`src/aof_pkg.sv`:
```
// Constants and types shared by the output filter configuration block.
package aof_pkg;

   // ==========================================================
   // Register offsets
   localparam logic [7:0] OUTPUT_RANGE_FILTER_CONFIG_ADDR = 8'h0E;
   localparam logic [7:0] HIGHPASS_CUTOFF_SELECT_ADDR     = 8'h0F;

   // ==========================================================
   // Field positions
   localparam int HP_OUTPUT_SELECT_BIT   = 4;
   localparam int FULL_SCALE_SELECT_HI   = 1;
   localparam int FULL_SCALE_SELECT_LO   = 0;
   localparam int TAP_HP_BYPASS_BIT      = 5;
   localparam int TAP_LP_ENABLE_BIT      = 4;
   localparam int CUTOFF_SELECT_HI       = 1;
   localparam int CUTOFF_SELECT_LO       = 0;

   // Bits that exist in each register; all others read as zero.
   localparam logic [7:0] RANGE_CFG_USED_MASK  = 8'h13;
   localparam logic [7:0] CUTOFF_CFG_USED_MASK = 8'h33;

   // ==========================================================
   // Reset values
   localparam logic [1:0] FULL_SCALE_RESET    = 2'h0;
   localparam logic       HP_OUTPUT_RESET     = 1'h0;
   localparam logic       TAP_HP_BYPASS_RESET = 1'h0;
   localparam logic       TAP_LP_ENABLE_RESET = 1'h0;
   localparam logic [1:0] CUTOFF_SELECT_RESET = 2'h0;

   // ==========================================================
   // Full-scale codes
   localparam logic [1:0] FULL_SCALE_2G       = 2'h0;
   localparam logic [1:0] FULL_SCALE_4G       = 2'h1;
   localparam logic [1:0] FULL_SCALE_8G       = 2'h2;
   localparam logic [1:0] FULL_SCALE_RESERVED = 2'h3;

   // ==========================================================
   // Output sample rate index: 800, 400, 200, 100, 50, 12.5, 6.25, 1.56 Hz.
   localparam logic [2:0] RATE_800 = 3'h0;
   localparam logic [2:0] RATE_400 = 3'h1;
   localparam logic [2:0] RATE_200 = 3'h2;
   localparam logic [2:0] RATE_100 = 3'h3;
   localparam logic [2:0] RATE_50  = 3'h4;
   localparam logic [2:0] RATE_12P5 = 3'h5;

   // Cutoff is 16 Hz divided by two to the power of this shift.
   localparam logic [3:0] SHIFT_RESET = 4'h0;

   localparam int SAMPLE_WIDTH = 14;

   typedef enum logic [1:0] {
      AOF_OS_NORMAL,
      AOF_OS_LOW_NOISE_LOW_POWER,
      AOF_OS_HIGH_RES,
      AOF_OS_LOW_POWER
   } aof_os_mode_e;

endpackage : aof_pkg

```
`src/aof_cutoff.sv`:
```
// High-pass corner lookup from cutoff code, sample rate and oversampling.
module aof_cutoff
(
   input  wire logic                 clk_i,
   input  wire logic                 rst_n_i,
   input  wire aof_pkg::aof_os_mode_e os_mode_i,
   input  wire logic [2:0]           rate_i,
   input  wire logic [1:0]           cutoff_sel_i,
   output logic      [3:0]           cutoff_shift_o
);

   logic [3:0] base_shift;
   logic [3:0] next_cutoff_shift;

   // ==========================================================
   // Lookup
   // Highest corner of each row (code 0), as a halving count from 16 Hz.
   always_comb
   begin
      base_shift = 4'h0;
      unique case (os_mode_i)
         aof_pkg::AOF_OS_HIGH_RES:
         begin
            base_shift = 4'h0;
         end
         aof_pkg::AOF_OS_NORMAL, aof_pkg::AOF_OS_LOW_NOISE_LOW_POWER:
         begin
            if (rate_i <= aof_pkg::RATE_400)
               base_shift = 4'h0;
            else if (rate_i == aof_pkg::RATE_200)
               base_shift = 4'h1;
            else if (rate_i == aof_pkg::RATE_100)
               base_shift = 4'h2;
            else if (rate_i == aof_pkg::RATE_50 ||
                     os_mode_i == aof_pkg::AOF_OS_NORMAL)
               base_shift = 4'h3;
            else
               base_shift = 4'h5;
         end
         aof_pkg::AOF_OS_LOW_POWER:
         begin
            if (rate_i >= aof_pkg::RATE_12P5)
               base_shift = 4'h6;
            else
               base_shift = {1'b0, rate_i};
         end
      endcase
      next_cutoff_shift = base_shift + {2'h0, cutoff_sel_i};
   end

   always_ff @(posedge clk_i)
   begin
      if (!rst_n_i)
         cutoff_shift_o <= aof_pkg::SHIFT_RESET;
      else
         cutoff_shift_o <= next_cutoff_shift;
   end

endmodule : aof_cutoff

```
`src/aof_top.sv`:
```
// Output range, data path filter selection and tap filter configuration.

// Notes on behaviour
// RULE1 - Select bit one routes high-pass samples out.
// RULE2 - Full scale codes 2g, 4g, 8g; 11 reserved.
// RULE3 - Reset gives 2g and unfiltered output.
// RULE4 - Tap bypass bit skips high-pass for taps.
// RULE5 - Tap low-pass bit inserts low-pass for taps.
// RULE6 - Cutoff code, high resolution: 16 to 2 Hz.
// RULE7 - Normal mode corners drop with slower rates.
// RULE8 - Low-noise mode matches normal, slower below 50.
// RULE9 - Low-power corners halve per rate down to 50 Hz and per code; 12.5 Hz and slower share one row.
// RULE10 - Fixed zero bits read zero, ignore writes.
module aof_top
(
   input  wire logic                              CORE_CLK_I,
   input  wire logic                              RST_N_I,
   input  wire logic [7:0]                        REG_ADDR_I,
   input  wire logic                              REG_WR_I,
   input  wire logic [7:0]                        REG_WDATA_I,
   input  wire logic                              REG_RD_I,
   output logic      [7:0]                        REG_RDATA_O,
   output logic                                   REG_RVALID_O,
   input  wire logic [2:0]                        RATE_I,
   input  wire aof_pkg::aof_os_mode_e             OS_MODE_I,
   input  wire logic                              SAMPLE_VALID_I,
   input  wire logic [aof_pkg::SAMPLE_WIDTH-1:0]  RAW_SAMPLE_I,
   input  wire logic [aof_pkg::SAMPLE_WIDTH-1:0]  HP_SAMPLE_I,
   output logic                                   OUT_VALID_O,
   output logic      [aof_pkg::SAMPLE_WIDTH-1:0]  OUT_SAMPLE_O,
   output logic      [1:0]                        FULL_SCALE_O,
   output logic                                   HP_OUTPUT_SELECT_O,
   output logic                                   TAP_HP_BYPASS_O,
   output logic                                   TAP_LP_ENABLE_O,
   output logic      [3:0]                        CUTOFF_SHIFT_O
);

   // Register image with fixed-zero bits forced low.
   function automatic logic [7:0] range_image(input logic       hp,
                                              input logic [1:0] fs);
      logic [7:0] img;
      img = 8'h00;
      img[aof_pkg::HP_OUTPUT_SELECT_BIT] = hp;
      img[aof_pkg::FULL_SCALE_SELECT_HI] = fs[1];
      img[aof_pkg::FULL_SCALE_SELECT_LO] = fs[0];
      return img & aof_pkg::RANGE_CFG_USED_MASK;
   endfunction : range_image

   function automatic logic [7:0] cutoff_image(input logic       byp,
                                               input logic       lpe,
                                               input logic [1:0] sel);
      logic [7:0] img;
      img = 8'h00;
      img[aof_pkg::TAP_HP_BYPASS_BIT] = byp;
      img[aof_pkg::TAP_LP_ENABLE_BIT] = lpe;
      img[aof_pkg::CUTOFF_SELECT_HI]  = sel[1];
      img[aof_pkg::CUTOFF_SELECT_LO]  = sel[0];
      return img & aof_pkg::CUTOFF_CFG_USED_MASK;
   endfunction : cutoff_image

   logic       write_range;
   logic       write_cutoff;
   logic [1:0] cutoff_sel;
   logic [1:0] next_full_scale;
   logic       next_hp_select;
   logic       next_tap_bypass;
   logic       next_tap_lp;
   logic [1:0] next_cutoff_sel;
   logic [7:0] next_rdata;
   logic       next_rvalid;
   logic       next_out_valid;
   logic [aof_pkg::SAMPLE_WIDTH-1:0] next_out_sample;
   logic [1:0] wr_fs;

   // ==========================================================
   // Configuration registers
   always_comb
   begin
      write_range  = REG_WR_I &&
                     REG_ADDR_I == aof_pkg::OUTPUT_RANGE_FILTER_CONFIG_ADDR;
      write_cutoff = REG_WR_I &&
                     REG_ADDR_I == aof_pkg::HIGHPASS_CUTOFF_SELECT_ADDR;
      wr_fs = {REG_WDATA_I[aof_pkg::FULL_SCALE_SELECT_HI],
               REG_WDATA_I[aof_pkg::FULL_SCALE_SELECT_LO]};
      next_full_scale = FULL_SCALE_O;
      next_hp_select  = HP_OUTPUT_SELECT_O;
      next_tap_bypass = TAP_HP_BYPASS_O;
      next_tap_lp     = TAP_LP_ENABLE_O;
      next_cutoff_sel = cutoff_sel;
      if (write_range)
      begin
         next_hp_select = REG_WDATA_I[aof_pkg::HP_OUTPUT_SELECT_BIT];
         // The reserved code is refused; the last valid range stays.
         if (wr_fs != aof_pkg::FULL_SCALE_RESERVED) // [RULE2]
            next_full_scale = wr_fs;
      end
      if (write_cutoff)
      begin
         next_tap_bypass = REG_WDATA_I[aof_pkg::TAP_HP_BYPASS_BIT]; // [RULE4]
         next_tap_lp     = REG_WDATA_I[aof_pkg::TAP_LP_ENABLE_BIT]; // [RULE5]
         next_cutoff_sel = {REG_WDATA_I[aof_pkg::CUTOFF_SELECT_HI],
                            REG_WDATA_I[aof_pkg::CUTOFF_SELECT_LO]};
      end
   end

   always_ff @(posedge CORE_CLK_I)
   begin
      if (!RST_N_I)
      begin
         FULL_SCALE_O       <= aof_pkg::FULL_SCALE_RESET;    // [RULE3]
         HP_OUTPUT_SELECT_O <= aof_pkg::HP_OUTPUT_RESET;     // [RULE3]
         TAP_HP_BYPASS_O    <= aof_pkg::TAP_HP_BYPASS_RESET; // [RULE4]
         TAP_LP_ENABLE_O    <= aof_pkg::TAP_LP_ENABLE_RESET; // [RULE5]
         cutoff_sel         <= aof_pkg::CUTOFF_SELECT_RESET; // [RULE6]
      end
      else
      begin
         FULL_SCALE_O       <= next_full_scale;
         HP_OUTPUT_SELECT_O <= next_hp_select;
         TAP_HP_BYPASS_O    <= next_tap_bypass;
         TAP_LP_ENABLE_O    <= next_tap_lp;
         cutoff_sel         <= next_cutoff_sel;
      end
   end

   // ==========================================================
   // Register read port
   always_comb
   begin
      next_rvalid = REG_RD_I;
      next_rdata  = 8'h00;
      if (REG_RD_I)
      begin
         unique case (REG_ADDR_I)
            aof_pkg::OUTPUT_RANGE_FILTER_CONFIG_ADDR:
            begin
               next_rdata = range_image(HP_OUTPUT_SELECT_O,
                                        FULL_SCALE_O); // [RULE10]
            end
            aof_pkg::HIGHPASS_CUTOFF_SELECT_ADDR:
            begin
               next_rdata = cutoff_image(TAP_HP_BYPASS_O, TAP_LP_ENABLE_O,
                                         cutoff_sel); // [RULE10]
            end
            default:
            begin
               next_rdata = 8'h00;
            end
         endcase
      end
   end

   always_ff @(posedge CORE_CLK_I)
   begin
      if (!RST_N_I)
      begin
         REG_RDATA_O  <= 8'h00;
         REG_RVALID_O <= 1'b0;
      end
      else
      begin
         REG_RDATA_O  <= next_rdata;
         REG_RVALID_O <= next_rvalid;
      end
   end

   // ==========================================================
   // Output data path selection
   always_comb
   begin
      next_out_valid  = SAMPLE_VALID_I;
      next_out_sample = OUT_SAMPLE_O;
      if (SAMPLE_VALID_I)
         next_out_sample = HP_OUTPUT_SELECT_O ? HP_SAMPLE_I
                                              : RAW_SAMPLE_I; // [RULE1]
   end

   always_ff @(posedge CORE_CLK_I)
   begin
      if (!RST_N_I)
      begin
         OUT_VALID_O  <= 1'b0;
         OUT_SAMPLE_O <= '0;
      end
      else
      begin
         OUT_VALID_O  <= next_out_valid;
         OUT_SAMPLE_O <= next_out_sample;
      end
   end

   // ==========================================================
   // Cutoff lookup
   aof_cutoff u_cutoff
   (
      .clk_i          (CORE_CLK_I),
      .rst_n_i        (RST_N_I),
      .os_mode_i      (OS_MODE_I),
      .rate_i         (RATE_I),
      .cutoff_sel_i   (cutoff_sel),
      .cutoff_shift_o (CUTOFF_SHIFT_O) // [RULE6] [RULE7] [RULE8] [RULE9]
   );
endmodule : aof_top

```
`config.mk`:
```
export PLATFORM = sky130hd
export DESIGN_NAME = aof_top
export DESIGN_NICKNAME = d
export VERILOG_FILES = /design/src/aof_pkg.sv /design/src/aof_cutoff.sv /design/src/aof_top.sv
export SDC_FILE = /design/constraint.sdc
export NUM_CORES = 1
export LEC_CHECK = 0
export ABC_CLOCK_PERIOD_IN_PS = 1600
export BUFFER_PORTS_ARGS = -buffer_cell sky130_fd_sc_hd__buf_4
export CAP_MARGIN = 5
export CORE_UTILIZATION = 44
export CTS_BUF_LIST = sky130_fd_sc_hd__clkbuf_4 sky130_fd_sc_hd__clkbuf_8
export DETAILED_ROUTE_END_ITERATION = 10
export GPL_ROUTABILITY_DRIVEN = 0
export PLACE_DENSITY = 0.87
export SYNTH_ARGS = -nofsm -noshare
export SYNTH_HDL_FRONTEND = slang
export SYNTH_SLANG_ARGS = --single-unit
```
`constraint.sdc`:
```
create_clock -name CORE_CLK_I -period 1.6 [get_ports CORE_CLK_I]
set_input_delay 0.16 -clock CORE_CLK_I [delete_from_list [all_inputs] [get_ports CORE_CLK_I]]
set_output_delay 0.16 -clock CORE_CLK_I [all_outputs]
set_load 0.1 [all_outputs]
```
# After elaboration in Yosys (flattened, before gate mapping)
# Index checks and enable logic that the tools add are counted.
# W data, S select, Z words.
[totals]
reg_bits = 35
out_inout_bits = 33
word_cells = 37
[classes]
n_addsub = 1
order_cmp = 2
n_eq_ne = 9
mux = 8
reduce_logical = 7
[op_table]
columns = ["cell", "count"]
rows = [
  ["$eq A8 B4 Y1 const B", 2],
  ["$mux W14", 1],
  ["$mux W4", 3],
  ["$pmux W4 S3", 1],
  ["$pmux W6 S2", 1],
  ["$eq A3 B2 Y1 const B", 2],
  ["$mux W3", 2],
  ["$add A4 B2 Y4", 1],
  ["$eq A2 B2 Y1 const B", 2],
  ["$reduce_and A2 Y1", 2],
  ["$eq A3 B3 Y1 const B", 1],
  ["$ge A3 B3 Y1 const B", 1],
  ["$le A3 B1 Y1 const B", 1],
  ["$eq A2 B1 Y1 const B", 1],
  ["$logic_and A1 B1 Y1", 2],
  ["$logic_not A2 Y1", 1],
  ["$ne A2 B2 Y1 const B", 1],
  ["$reduce_or A2 Y1", 1],
  ["$logic_or A1 B1 Y1", 1],
]

# Longest topological paths before layout
[logic_depth]
ltp_word = 8
ltp_mapped = 7
mapped_depth_nobuf = 7

# By module
# From an unflattened synthesis, not the netlist that was laid out.
[unflattened]
cells_unflattened = 141
area_unflattened_um2 = 1452.6
[modules_own_cells]
columns = ["mod", "instances", "cells_each", "area_per_inst_um2", "seq_area_each_um2"]
rows = [
  ["aof_top", 1, 118, 1207.4, 540.5],
  ["aof_cutoff", 1, 23, 245.2, 80.1],
]

# Least setup slack after synthesis
# No wires, ideal clock.
[synth_path]
path_kind = "reg2reg"
start = "register HP_OUTPUT_SELECT_O"
end = "register OUT_SAMPLE_O[10] (netlist bit)"
arrival_ps = 1980
path_slack_ps = -498
path_stages_with_launch = 6
synth_period_minus_slack_ps = 2098
path_cell_list = "dfxtp_1 -> clkbuf_1 -> buf_2 -> mux2i_1 -> nand2_1 -> o211a_1"
[synth_via]
elab_chain_len = 1
[synth_lines]
columns = ["element", "line", "text"]
rows = [
  ["start: declaration", "aof_top.sv:32", "output logic HP_OUTPUT_SELECT_O,"],
  ["start signal: assignment", "aof_top.sv:111", "HP_OUTPUT_SELECT_O <= aof_pkg::HP_OUTPUT_RESET;"],
  ["start signal: assignment", "aof_top.sv:119", "HP_OUTPUT_SELECT_O <= next_hp_select;"],
  ["$mux W14", "aof_top.sv:174", "next_out_sample = HP_OUTPUT_SELECT_O ? HP_SAMPLE_I"],
  ["end signal: assignment", "aof_top.sv:188", "OUT_SAMPLE_O <= next_out_sample;"],
  ["end: declaration", "aof_top.sv:30", "output logic [aof_pkg::SAMPLE_WIDTH-1:0] OUT_SAMPLE_O,"],
]
# Every way passes these cells.
# A chain may end at the register's enable or synchronous reset.

# Worst setup path after layout
[layout_path]
start = "register HP_OUTPUT_SELECT_O"
end = "output port HP_OUTPUT_SELECT_O"
# No word-level cell between the ends.

==> summary.txt <==
Outcome
  • Outcome: finished, final reports clean

Route
  • Routed Antenna Nets: 0
  • Initial DRC count: 29
  • Post-route DRC: 0
  • Drt wl/cell: 12.0 um
  • WL final: 3160 um
  • DRT Pass-1 Iters: 4
  • Vias: 1,309
  • Vias/cell: 4.96

Layout
  • Final #Nets: 276
  • Commonest non-fill, non-tap cell in the layout: buf_4
  • Most frequent cells in the layout: buf_4 (80), dfxtp_1 (30), nand2_1 (25), mux2i_1 (22), o211a_1 (14)
  • Ant diodes: 0
  • Area Growth Syn to Fin: 48.2%
  • Share of layout cells above drive strength 1: 0.418

GRT
  • Initial antenna violation count: 0
  • Vias in the first global route: 1,143
  • First-pass GRT wire length: approximately 4900 um
  • GRT overflow: 0
  • Largest net degree at the start of global routing: 32
  • Total global-route track usage: 0.195

STA
  • Final setup violation count: 0
  • Hold slack: a little under 0.05 ns
  • Worst Skew: 0.00185 ns
  • Setup tns final: 0 ns
  • Max Fclk: 0.727 GHz
  • Unrepaired setup endpoints after global routing: false
  • Worst-margin pin slew: 0.624 ns
  • Fin. max-slew vios: 0
  • Final period utilization: 0.860
  • Final Hold Vio Count: 0
  • Tmin final: 1.38 ns
  • Worst rel slew slack: 0.579

Placed design
  • Hpwl dp: 2300 um
  • # port buffers: 78

Yosys
  • Syn Area/Cell: 9.91 um^2
  • Count of different cell masters after synthesis: 29
  • Mux cell area share after synthesis: 0.156
  • Synthesized instance count: 142
  • Mapped Area: 0.00141 mm^2
  • Largest family of logic cells by synthesized area: multiplexers
  • Post-synth top area cell: dfxtp_1
  • #FFs+latches synth: 31
  • Seq/Total Area, Yosys: 0.441
  • Synth Area in Adders: 0.0320
  • Share of the synthesized area in the top cell type: 0.441
  • Synth Warn #: 0
  • Synth Area in Compound Gates: 0.153
  • Area share of and/or/nand/nor cells after synthesis: 0.155
  • XOR/XNOR Fraction of Synth Area: 0.00622
  • Synth top area cells: dfxtp_1 (44%), mux2i_1 (16%), o211a_1 (10%), nand2_1 (6.7%), and2_1 (2.2%)

Worst setup path
  • Cells along the critical path: buf_4
  • Critical-path top delay cell: dfxtp_4
  • Slack of the worst reg-to-reg path: about 0.25 ns
  • Top delay family on crit path: flip-flops
  • Crit Path Category: flip-flop to output pin
  • Crit-path max FO: 17
  • Crit start category: flip-flop
  • CP max stage delay: 0.53 ns
  • Worst EP arrival: 1.22 ns
  • CP required: 1.44 ns
  • CP bufs+invs: 1
  • CP Capture Type: output pin

Clock network
  • H-tree levels: 2
  • TritonCTS clock tree: done
  • # resized after CTS: 0
  • CTS Buf Count: 5
  • Clock sink total: 31
  • Hold buffers post-CTS: 0
  • Clock latency on the worst-skew pair: 0.33 ns
  • Worst-path clk slew: 0.09 ns
  • CTS max path bufs: 2
  • CTS root buffer: clkbuf_4
  • Setup Buffers After CTS: 0

Die
  • DIE WIDTH: between 50 and 60 um
  • Core ar.: 0.00305 mm^2
  • Row cnt: 20
  • DIE AREA: 0.00343 mm^2
  • DIE HEIGHT: 58.6 um
  • Starting Density: 0.461
  • Ports: 87

Flow run
  • Max cap viols: 0

Pwr
  • PD cells: 899 mW/mm^2
  • Leakage: between 1 and 1.5 nW
  • VDD IR max: 0.651 mV

Min path
  • Worst Hold Class: input port to flip-flop
==> path summary, 6_finish.rpt <==
check,from,end,depth (start not counted)
worst max-delay path,HP_OUTPUT_SELECT_O$_SDFFE_PN0P_,HP_OUTPUT_SELECT_O,1
worst min-delay path,REG_RD_I,REG_RVALID_O$_SDFF_PN0_,2
worst max register to register,cutoff_sel[0]$_SDFFE_PN0P_,u_cutoff.cutoff_shift_o[2]$_SDFF_PN0_,4
worst min register to register,TAP_HP_BYPASS_O$_SDFFE_PN0P_,REG_RDATA_O[5]$_SDFF_PN0_,2
==> stage by stage <==
stage	std cells	setup slack, ns	area, um^2	total power, W	utilization
2_1_floorplan	145	0.0691	1420	0.00119	-
3_3_place_gp	256	0.0148	2010	0.00135	0.659
3_5_place_dp	256	0.00477	2010	0.00135	0.659
4_1_cts	264	0.191	2090	0.00190	0.683
5_1_grt	264	0.163	2090	0.00195	0.683
6_report	264	0.224	2090	0.00187	0.683
==> cells in the mapped netlist, drive strengths merged <==
master	number
nor2	4
conb	1
o21a	1
inv	3
or3	2
clkbuf	8
nand4	2
a21oi	2
o311ai	1
o221a	2
o22ai	2
fa	1
o211a	14
ha	2
dfxtp	31
and2	5
mux2i	22
nand2b	1
nor4	2
o21ai	1
xnor2	1
nor3	1
buf	5
nor3b	1
a22o	1
or4	1
nand2	25
==> power by group <==
group          total [W]  switching (W)  internal [W]
combinational   0.000516       0.000356      0.000160
sequential      0.000816      0.0000149      0.000801
clock           0.000543       0.000267      0.000275
==> state kept, by name, indices dropped and copies added (netlist names) <==
register / flops
REG_RDATA_O: 4
OUT_VALID_O: 1
HP_OUTPUT_SELECT_O: 1
REG_RVALID_O: 1
cutoff_sel: 2
OUT_SAMPLE_O: 14
TAP_HP_BYPASS_O: 1
u_cutoff.cutoff_shift_o: 4
FULL_SCALE_O: 2
TAP_LP_ENABLE_O: 1
==> cells by family after synthesis <==
logic type,after synthesis
flops,31
buf+inv,16
fa+ha+maj,3
mux,22
simple gates,44
other cells,1
xor+xnor,1
compound gates,24
==> metal layers <==
| layer | GRT usage | vias to the layer above | part of all wire |
|---|---|---|---|
| li1 | - | 646 | - |
| met1 | 0.210 | 591 | 0.42 |
| met2 | 0.322 | 66 | 0.46 |
| met3 | 0.0945 | 6 | 0.10 |
| met4 | 0.0918 | 0 | 0.018 |
| met5 | 0 | - | 0 |
==> area by class of cell <==
type / instances / area [um^2]
multi-input cells: 98 / 722
fillers: 268 / 967
inverters: 3 / 11.3
repair buffers: 80 / 601
flip-flops and latches: 31 / 624
clock buffers: 8 / 72.6
well taps: 44 / 55.1
No activity file was read; power rests on OpenSTA's default activity.
